`src/ppc_pkg.sv`:
```
//------------------------------------------------------------------
//------------------------------------------------------------------
package ppc_pkg;

   //------------------------------------------------------------------
   // colour mode field codes
   //------------------------------------------------------------------
   localparam logic [3:0] CM_PSEUDO_RED   = 4'h0;
   localparam logic [3:0] CM_PSEUDO_GREEN = 4'h4;
   localparam logic [3:0] CM_PSEUDO_BLUE  = 4'h8;
   localparam logic [3:0] CM_TRUE16       = 4'hB;
   localparam logic [3:0] CM_TRUE15_RGB   = 4'hC;
   localparam logic [3:0] CM_TRUE15_RG    = 4'hD;
   localparam logic [3:0] CM_TRUE24       = 4'hE;
   localparam logic [3:0] CM_BYPASS16     = 4'h9;
   localparam logic [3:0] CM_BYPASS15     = 4'hA;
   localparam logic [3:0] CM_BYPASS24     = 4'hF;

   //------------------------------------------------------------------
   // multiplex select codes {hi, lo} and ratios
   //------------------------------------------------------------------
   localparam logic [1:0] MUX_SEL_8TO1 = 2'h2;
   localparam logic [1:0] MUX_SEL_2TO1 = 2'h1;
   localparam logic [3:0] RATIO_2      = 4'h2;
   localparam logic [3:0] RATIO_4      = 4'h4;
   localparam logic [3:0] RATIO_8      = 4'h8;

   // palette select value that requests per-pixel bypass
   localparam logic [1:0] PS_BYPASS    = 2'h3;
   localparam int         NUM_BANKS    = 4;

   typedef enum {
      PPC_PSEUDO_R, PPC_PSEUDO_G, PPC_PSEUDO_B, PPC_TRUE24, PPC_TRUE16,
      PPC_TRUE15_RGB, PPC_TRUE15_RG, PPC_BYP24, PPC_BYP16, PPC_BYP15
   } ppc_mode_t;

   typedef struct packed {
      logic [7:0] red;
      logic [7:0] green;
      logic [7:0] blue;
   } ppc_rgb8_t;

   typedef struct packed {
      logic [9:0] red;
      logic [9:0] green;
      logic [9:0] blue;
   } ppc_rgb10_t;

   typedef struct packed {
      logic blank_n;
      logic sync_n;
      logic odd_even;
      logic tri_sync;
   } ppc_vctrl_t;

endpackage

```
`src/ppc_pixel_port.sv`:
```
`timescale 1ns/1ns
module ppc_pixel_port (
   input  wire logic                                    CLK,
   input  wire logic                                    SRST,
   input  wire logic [3:0]                              COLOR_MODE_FIELD,
   input  wire logic                                    LOOKUP_WIDTH_SELECT,
   input  wire logic                                    OCTAL_MUX_SELECT_HI,
   input  wire logic                                    OCTAL_MUX_SELECT_LO,
   input  wire logic                                    PER_PIXEL_BYPASS_EN,
   input  wire logic                                    PIXEL_LATCH_STROBE,
   input  wire ppc_pkg::ppc_rgb8_t [ppc_pkg::NUM_BANKS-1:0] PIXEL_BANKS,
   input  wire logic [ppc_pkg::NUM_BANKS-1:0][1:0]      PALETTE_SELECT_INPUTS,
   input  wire ppc_pkg::ppc_vctrl_t                     VIDEO_CTRL,
   input  wire ppc_pkg::ppc_rgb10_t                     LUT_DATA,
   output logic                                         LOAD_CLOCK_OUTPUT,
   output ppc_pkg::ppc_rgb8_t                           LUT_ADDR,
   output logic                                         LUT_READ,
   output logic [1:0]                                   PIXEL_SELECT_OUT,
   output ppc_pkg::ppc_rgb10_t                          DAC_DATA,
   output ppc_pkg::ppc_vctrl_t                          DAC_CTRL,
   output logic                                         DAC_VALID
);
   import ppc_pkg::*;

   //------------------------------------------------------------------
   // decode helpers
   //------------------------------------------------------------------
   // the octal select overrides the colour mode field entirely
   function automatic ppc_mode_t decode_mode(input logic [3:0] cm, input logic [1:0] msel);
      ppc_mode_t m;
      m = PPC_PSEUDO_R;
      if (msel == MUX_SEL_8TO1) begin
         m = PPC_PSEUDO_G;
      end else begin
         case (cm)
            CM_PSEUDO_RED:   m = PPC_PSEUDO_R;
            CM_PSEUDO_GREEN: m = PPC_PSEUDO_G;
            CM_PSEUDO_BLUE:  m = PPC_PSEUDO_B;
            CM_TRUE16:       m = PPC_TRUE16;
            CM_TRUE15_RGB:   m = PPC_TRUE15_RGB;
            CM_TRUE15_RG:    m = PPC_TRUE15_RG;
            CM_TRUE24:       m = PPC_TRUE24;
            CM_BYPASS16:     m = PPC_BYP16;
            CM_BYPASS15:     m = PPC_BYP15;
            CM_BYPASS24:     m = PPC_BYP24;
            default:         m = PPC_PSEUDO_R;
         endcase
      end
      return m;
   endfunction

   function automatic logic [3:0] ratio_of(input logic [1:0] msel);
      logic [3:0] r;
      r = RATIO_4;
      case (msel)
         MUX_SEL_8TO1: r = RATIO_8;
         MUX_SEL_2TO1: r = RATIO_2;
         default:      r = RATIO_4;
      endcase
      return r;
   endfunction

   logic [1:0]  mux_sel;
   ppc_mode_t   mode;
   logic [3:0]  ratio;
   logic        octal;

   assign mux_sel = {OCTAL_MUX_SELECT_HI, OCTAL_MUX_SELECT_LO};
   assign mode    = decode_mode(COLOR_MODE_FIELD, mux_sel);
   assign ratio   = ratio_of(mux_sel);
   assign octal   = (mux_sel == MUX_SEL_8TO1);

   //------------------------------------------------------------------
   // load clock divider
   //------------------------------------------------------------------
   logic [3:0] div_q;
   logic       load_q;

   // high for the first half of each group, one period per latch group
   always_ff @(posedge CLK) begin
      if (SRST) begin
         div_q  <= 4'h0;
         load_q <= 1'b0;
      end else begin
         if (div_q >= ratio - 4'h1) begin
            div_q <= 4'h0;
         end else begin
            div_q <= div_q + 4'h1;
         end
         load_q <= (div_q < (ratio >> 1));
      end
   end
   assign LOAD_CLOCK_OUTPUT = load_q;

   //------------------------------------------------------------------
   // latch strobe capture
   //------------------------------------------------------------------
   // the strobe is taken as synchronous; the edge is found by comparison
   // with last cycle, so it must come at a whole division of the clock
   logic                                       strobe_q;
   logic                                       latch_ev;
   ppc_rgb8_t [NUM_BANKS-1:0]                  bank_q;
   logic [NUM_BANKS-1:0][1:0]                  ps_q;
   ppc_vctrl_t                                 ctrl_q;
   logic                                       primed_q;

   assign latch_ev = PIXEL_LATCH_STROBE & ~strobe_q;

   always_ff @(posedge CLK) begin
      if (SRST) begin
         strobe_q <= 1'b0;
      end else begin
         strobe_q <= PIXEL_LATCH_STROBE;
      end
   end

   // every bank, select and control input is caught on the same edge
   always_ff @(posedge CLK) begin
      if (SRST) begin
         bank_q   <= '0;
         ps_q     <= '0;
         ctrl_q   <= '{blank_n: 1'b0, sync_n: 1'b1, odd_even: 1'b0, tri_sync: 1'b0};
         primed_q <= 1'b0;
      end else if (latch_ev) begin
         bank_q   <= PIXEL_BANKS;
         ps_q     <= PALETTE_SELECT_INPUTS;
         ctrl_q   <= VIDEO_CTRL;
         primed_q <= 1'b1;
      end
   end

   //------------------------------------------------------------------
   // serialiser index
   //------------------------------------------------------------------
   logic [2:0] idx_q;

   // each latch restarts the sequence at pixel A
   always_ff @(posedge CLK) begin
      if (SRST) begin
         idx_q <= 3'h0;
      end else if (latch_ev) begin
         idx_q <= 3'h0;
      end else if ({1'b0, idx_q} >= ratio - 4'h1) begin
         idx_q <= 3'h0;
      end else begin
         idx_q <= idx_q + 3'h1;
      end
   end

   //------------------------------------------------------------------
   // pixel selection
   //------------------------------------------------------------------
   ppc_rgb8_t  pix;
   logic [7:0] octal_byte;
   ppc_rgb8_t  octal_bank;
   logic [1:0] pix_ps;

   // octal order alternates green then red of each bank, A to D
   always_comb begin
      octal_bank = bank_q[idx_q[2:1]];
      octal_byte = idx_q[0] ? octal_bank.red : octal_bank.green;
      pix        = bank_q[idx_q[1:0]];
      pix_ps     = ps_q[idx_q[1:0]];
      if (octal) begin
         pix_ps = idx_q[0] ? octal_bank.blue[3:2] : octal_bank.blue[1:0];
      end
   end

   //------------------------------------------------------------------
   // address and bypass mapping
   //------------------------------------------------------------------
   ppc_rgb8_t  addr_d;
   ppc_rgb10_t byp_d;
   logic       bypass_d;

   always_comb begin
      addr_d   = '0;
      byp_d    = '0;
      bypass_d = 1'b0;
      case (mode)
         PPC_PSEUDO_R: begin
            addr_d = '{red: pix.red, green: pix.red, blue: pix.red};
         end
         PPC_PSEUDO_G: begin
            if (octal) begin
               addr_d = '{red: octal_byte, green: octal_byte, blue: octal_byte};
            end else begin
               addr_d = '{red: pix.green, green: pix.green, blue: pix.green};
            end
         end
         PPC_PSEUDO_B: begin
            addr_d = '{red: pix.blue, green: pix.blue, blue: pix.blue};
         end
         PPC_TRUE24: begin
            addr_d = pix;
         end
         PPC_TRUE16: begin
            // red and green bytes form one 16-bit word, blue ignored
            addr_d.red   = {3'h0, pix.red[7:3]};
            addr_d.green = {2'h0, pix.red[2:0], pix.green[7:5]};
            addr_d.blue  = {3'h0, pix.green[4:0]};
         end
         PPC_TRUE15_RGB: begin
            addr_d.red   = {3'h0, pix.red[7:3]};
            addr_d.green = {3'h0, pix.green[7:3]};
            addr_d.blue  = {3'h0, pix.blue[7:3]};
         end
         PPC_TRUE15_RG: begin
            addr_d.red   = {3'h0, pix.red[6:2]};
            addr_d.green = {3'h0, pix.red[1:0], pix.green[7:5]};
            addr_d.blue  = {3'h0, pix.green[4:0]};
         end
         PPC_BYP16: begin
            bypass_d     = 1'b1;
            byp_d.red    = {pix.red[7:3], 5'h00};
            byp_d.green  = {pix.red[2:0], pix.green[7:5], 4'h0};
            byp_d.blue   = {pix.green[4:0], 5'h00};
         end
         PPC_BYP15: begin
            bypass_d     = 1'b1;
            byp_d.red    = {pix.red[6:2], 5'h00};
            byp_d.green  = {pix.red[1:0], pix.green[7:5], 5'h00};
            byp_d.blue   = {pix.green[4:0], 5'h00};
         end
         PPC_BYP24: begin
            bypass_d = 1'b1;
            byp_d    = '{red: {pix.red, 2'h0}, green: {pix.green, 2'h0},
                         blue: {pix.blue, 2'h0}};
         end
         default: begin
            addr_d = '0;
         end
      endcase
      // per-pixel bypass of a 24-bit pixel, only where the package has it
      if (PER_PIXEL_BYPASS_EN && !octal && mode == PPC_TRUE24 && pix_ps == PS_BYPASS) begin
         bypass_d = 1'b1;
         byp_d    = '{red: {pix.red, 2'h0}, green: {pix.green, 2'h0},
                      blue: {pix.blue, 2'h0}};
      end
   end

   //------------------------------------------------------------------
   // stage 1: lookup address out, bypass value held alongside
   //------------------------------------------------------------------
   ppc_rgb8_t  addr_q;
   ppc_rgb10_t byp_q;
   logic       bypass_q;
   logic       rd_q;
   logic [1:0] psel_q;
   ppc_vctrl_t ctrl1_q;
   logic       width10_q;

   // bypass pixels skip the palette, so no read is issued for them;
   // nothing counts as a pixel before the first latch, bypass included
   always_ff @(posedge CLK) begin
      if (SRST) begin
         addr_q    <= '0;
         byp_q     <= '0;
         bypass_q  <= 1'b0;
         rd_q      <= 1'b0;
         psel_q    <= 2'h0;
         ctrl1_q   <= '{blank_n: 1'b0, sync_n: 1'b1, odd_even: 1'b0, tri_sync: 1'b0};
         width10_q <= 1'b0;
      end else begin
         addr_q    <= bypass_d ? '0 : addr_d;
         byp_q     <= byp_d;
         bypass_q  <= primed_q & bypass_d;
         rd_q      <= primed_q & ~bypass_d;
         psel_q    <= pix_ps;
         ctrl1_q   <= ctrl_q;
         width10_q <= LOOKUP_WIDTH_SELECT;
      end
   end
   assign LUT_ADDR         = addr_q;
   assign LUT_READ         = rd_q;
   assign PIXEL_SELECT_OUT = psel_q;

   //------------------------------------------------------------------
   // stage 2: DAC word, palette data arrives in the same cycle as the address
   //------------------------------------------------------------------
   ppc_rgb10_t dac_q;
   ppc_vctrl_t dctrl_q;
   logic       dvalid_q;

   // an 8-bit entry fills the top of the DAC input; a 10-bit one all of it
   always_ff @(posedge CLK) begin
      if (SRST) begin
         dac_q    <= '0;
         dctrl_q  <= '{blank_n: 1'b0, sync_n: 1'b1, odd_even: 1'b0, tri_sync: 1'b0};
         dvalid_q <= 1'b0;
      end else begin
         if (bypass_q) begin
            dac_q <= byp_q;
         end else if (width10_q) begin
            dac_q <= LUT_DATA;
         end else begin
            dac_q <= '{red: {LUT_DATA.red[7:0], 2'h0},
                       green: {LUT_DATA.green[7:0], 2'h0},
                       blue: {LUT_DATA.blue[7:0], 2'h0}};
         end
         dctrl_q  <= ctrl1_q;
         dvalid_q <= rd_q | bypass_q;
      end
   end
   assign DAC_DATA  = dac_q;
   assign DAC_CTRL  = dctrl_q;
   assign DAC_VALID = dvalid_q;

endmodule

```
`config.mk`:
```
export PLATFORM = sky130hd
export DESIGN_NAME = ppc_pixel_port
export DESIGN_NICKNAME = d
export VERILOG_FILES = /design/src/ppc_pkg.sv /design/src/ppc_pixel_port.sv
export SDC_FILE = /design/constraint.sdc
export NUM_CORES = 1
export LEC_CHECK = 0
export BUFFER_PORTS_ARGS = -buffer_cell sky130_fd_sc_hd__buf_2
export CAP_MARGIN = 20
export CORE_MARGIN = 8
export CORE_UTILIZATION = 49
export CTS_BUF_LIST = sky130_fd_sc_hd__clkbuf_8 sky130_fd_sc_hd__clkbuf_16
export CTS_CLUSTER_SIZE = 12
export DETAILED_ROUTE_END_ITERATION = 12
export PLACE_DENSITY_LB_ADDON = 0.1
export SKIP_CTS_REPAIR_TIMING = 1
export SYNTH_ARGS = -nofsm -noshare
export SYNTH_HDL_FRONTEND = slang
export SYNTH_SLANG_ARGS = --single-unit
```
`constraint.sdc`:
```
create_clock -name CLK -period 1.93 [get_ports CLK]
set_clock_uncertainty 0.1 [all_clocks]
set_input_delay 0 -clock CLK [delete_from_list [all_inputs] [get_ports CLK]]
set_output_delay 0 -clock CLK [all_outputs]
set_load 0.005 [all_outputs]
```
==> out/metrics.yaml <==
placed_design:
  dpl.hpwl_um: 21500
  gp_congestion: 0.951
  port_buffers: 211
  place_area_um2: 11800
  post-place-ws_ns: -0.268
drt:
  via_per_inst: 5.43
  wl_per_cell_um: 18.9
  wirelength_um: 33800
  first_pass_iters: 5
  drc_errors: 0
  ant_nets: 0
  initialDrtViolationCount: 714
  vias: 9729
grt:
  antenna_found_initial: 0
  grt_pass1_vias: 8509
  grt_max_degree: 86
  overflow: 0
  grt.total_usage_pct: 22.7
  grt_pass1_wl_um: 44500
cts:
  cts.clk_slew.worst_paths_ns: 0.06
  clock_path_buffers: 3
  cts_tree: "built"
  htreeDepth: 1
  cts_sinks: 210
  insertion_delay_ns: 0.51
  numCtsBuffers: 22
  cts_root_buf: "clkbuf_16"
floorplan:
  die_area_um2: 24400
  initial_core_util_pct: 49.6
  die_x_um: 156
  die_h_um: 156
  rows: 51
  core_area_um2: 19400
  io_pins: 212
sta:
  setup_viol: 50
  hold_viol: 1
  fin_crit_ns: 2.18
  fin_ws_ns: -0.247
  max_slew.worst_pin.slew_ns: 0.612
  holdWs_ns: -0.00731
  rsz0062_at_grt: "true"
  drv_slew: 0
  period_share_pct: 113
  timing.fmax_ghz: 0.459
  slew_headroom_pct: 59.1
min_path:
  hold_class: "primary input to register"
final_layout:
  fin_area_um2: 14600
  fin_util_pct: 75.3
  fillers: 1374
  drive_gt1_share_pct: 32.4
  layout.nets: 1684
  syn2layout_area_growth_pct: 51.6
pwr:
  ir_drop_uv: 561
  total_power_uw: 11000
  power_density_nw_per_um2: 750
  leakagePower_uw: 0.00604
synthesis:
  netlist_area_um2: 9630
  ys_ff_latch: 210
  synth-async-reset-ratio_pct: 0
  yosysTopAreaCell: "dfxtp_1"
  yosys_warnings: 0
  syn_nets: 1237
  synthCells: 1072
  synth-edff-count: 0
  avgSynthCellArea_um2: 8.98
  synth_cell_types: 61
  ys.flop_type: "dfxtp_1"
  yosys.area.top_type_share_pct: 43.7
  yosys-top-cells-area: "dfxtp_1, nand2_1, mux4_2, a21oi_1, mux2i_1"
  seq_area_frac_synth_pct: 43.7
critical_path:
  crit_chain: "buf_12 > buf_16 > mux4_2 > mux2i_1 > a211o_1 > a211o_1 > a311oi_1"
  rrSetupSlack_ns: -0.25
  criticalPathCategory: "register to register"
  cpMostUsedCell: "a211o_1"
  crit_path_end_kind: "register"
  start_kind: "register"
  crit_arrival_ns: 2.49
  required_ns: 2.25
  crit_buf_inv: 2
  cp_slowest_cell: "dfxtp_4"
  cp_max_fo: 8
  cp_top_family: "compound AO/OA/AOI/OAI gates"
  slowest_delay_ns: 0.38
status:
  status: "complete, but fails checks"
  violations: "hold timing, setup timing"
job:
  max_cap_violations: 0
==> layer usage <==
metal	GRT usage, %	part of all wire, %	wire length (um)
met4	6.32	2.0	661
met3	4.04	7.0	2380
met5	0	0	0
met2	35.9	50	16800
met1	31.1	41	14000
==> cells in the mapped netlist, drive strengths merged (8+ instances only) <==
library cell,instances
a211oi,9
a21oi,146
a22oi,11
a311oi,18
and2,8
buf,38
clkbuf,47
dfxtp,210
ha,16
inv,12
mux2i,47
mux4,42
nand2,265
nand3,9
nor2,79
nor2b,15
nor3b,10
o21ai,8
o22ai,9
==> cell usage in the layout (no fill, tap or decap), types with 6 or more instances in the layout <==
cell type      instances
o22ai_2                8
a21oi_1              142
a311oi_1               9
and2_1                 7
inv_1                 14
o21ai_1                6
ha_1                  16
mux4_2                41
nand2_1              265
nor2b_1               14
buf_2                210
buf_4                118
nand3_1                9
dfxtp_1              207
dlygate4sd3_1        152
a22oi_1               10
buf_12                17
clkbuf_16             29
nor2_1                78
a21o_1                 7
nor3b_2                8
mux2i_1               44
a311oi_2               7
==> cell families (layout without fill, tap and decap cells) <==
logic type,after synthesis,in the layout,share of synthesized area [%]
buffers and inverters,97,552,5.00
AO/OA/AOI/OAI,244,244,16.0
adder cells (fa/ha/maj),16,16,2.08
multiplexers,91,91,15.0
flip-flops,210,210,43.7
AND/OR/NAND/NOR,410,410,17.9
XOR/XNOR,4,4,0.364
other,0,1,0
==> cell type report <==
class	count	area, um2	area share, %
diodes	1	2.50	0.0171
clock buffers	28	644	4.41
well taps	265	332	2.27
inverters	12	45.0	0.308
multi-input cells	765	5320	36.5
clock inverters	4	17.5	0.120
repair buffers	508	4030	27.6
flip-flops and latches	210	4210	28.9
==> state kept, by name, summed over array words and instances (netlist names), 2 cells and up <==
| name | flops |
|---|---|
| byp_q | 24 |
| bank_q | 96 |
| DAC_DATA | 30 |
| ps_q | 8 |
| LUT_ADDR | 24 |
| DAC_CTRL | 4 |
| ctrl_q | 4 |
| ctrl1_q | 4 |
| PIXEL_SELECT_OUT | 2 |
| div_q | 4 |
| idx_q | 3 |
==> tightest hold or removal path, delay by kind of cell <==
kind / cells / cell delay [ns]
AOI/OAI and AO/OA: 2 / 0.18
and+or+nand+nor: 1 / 0.15
buffers and inverters: 2 / 0.23
==> metrics by stage <==
step	setup TNS [ns]	instances
floorplan	-2.61	1072
global placement	-7.36	1591
detailed placement	-8.74	1591
CTS	-9.39	1623
global route	-12.16	1792
finish	-8.70	1793
==> power by group <==
part	total [uW]	switching (uW)	internal (uW)
Clock	3960	1650	2310
Combinational	2260	1080	1170
Sequential	4740	159	4580
Total	11000	2890	8060
==> final timing paths <==
check / to / cells past startpoint / startpoint
max: LUT_ADDR[12] / 7 / idx_q[0]
max reg2reg: LUT_ADDR[12] / 7 / idx_q[0]
min: bypass_q / 5 / COLOR_MODE_FIELD[1]
min reg2reg: DAC_CTRL[2] / 1 / ctrl1_q[2]
Note: power is estimated with default switching activity, not from simulation.
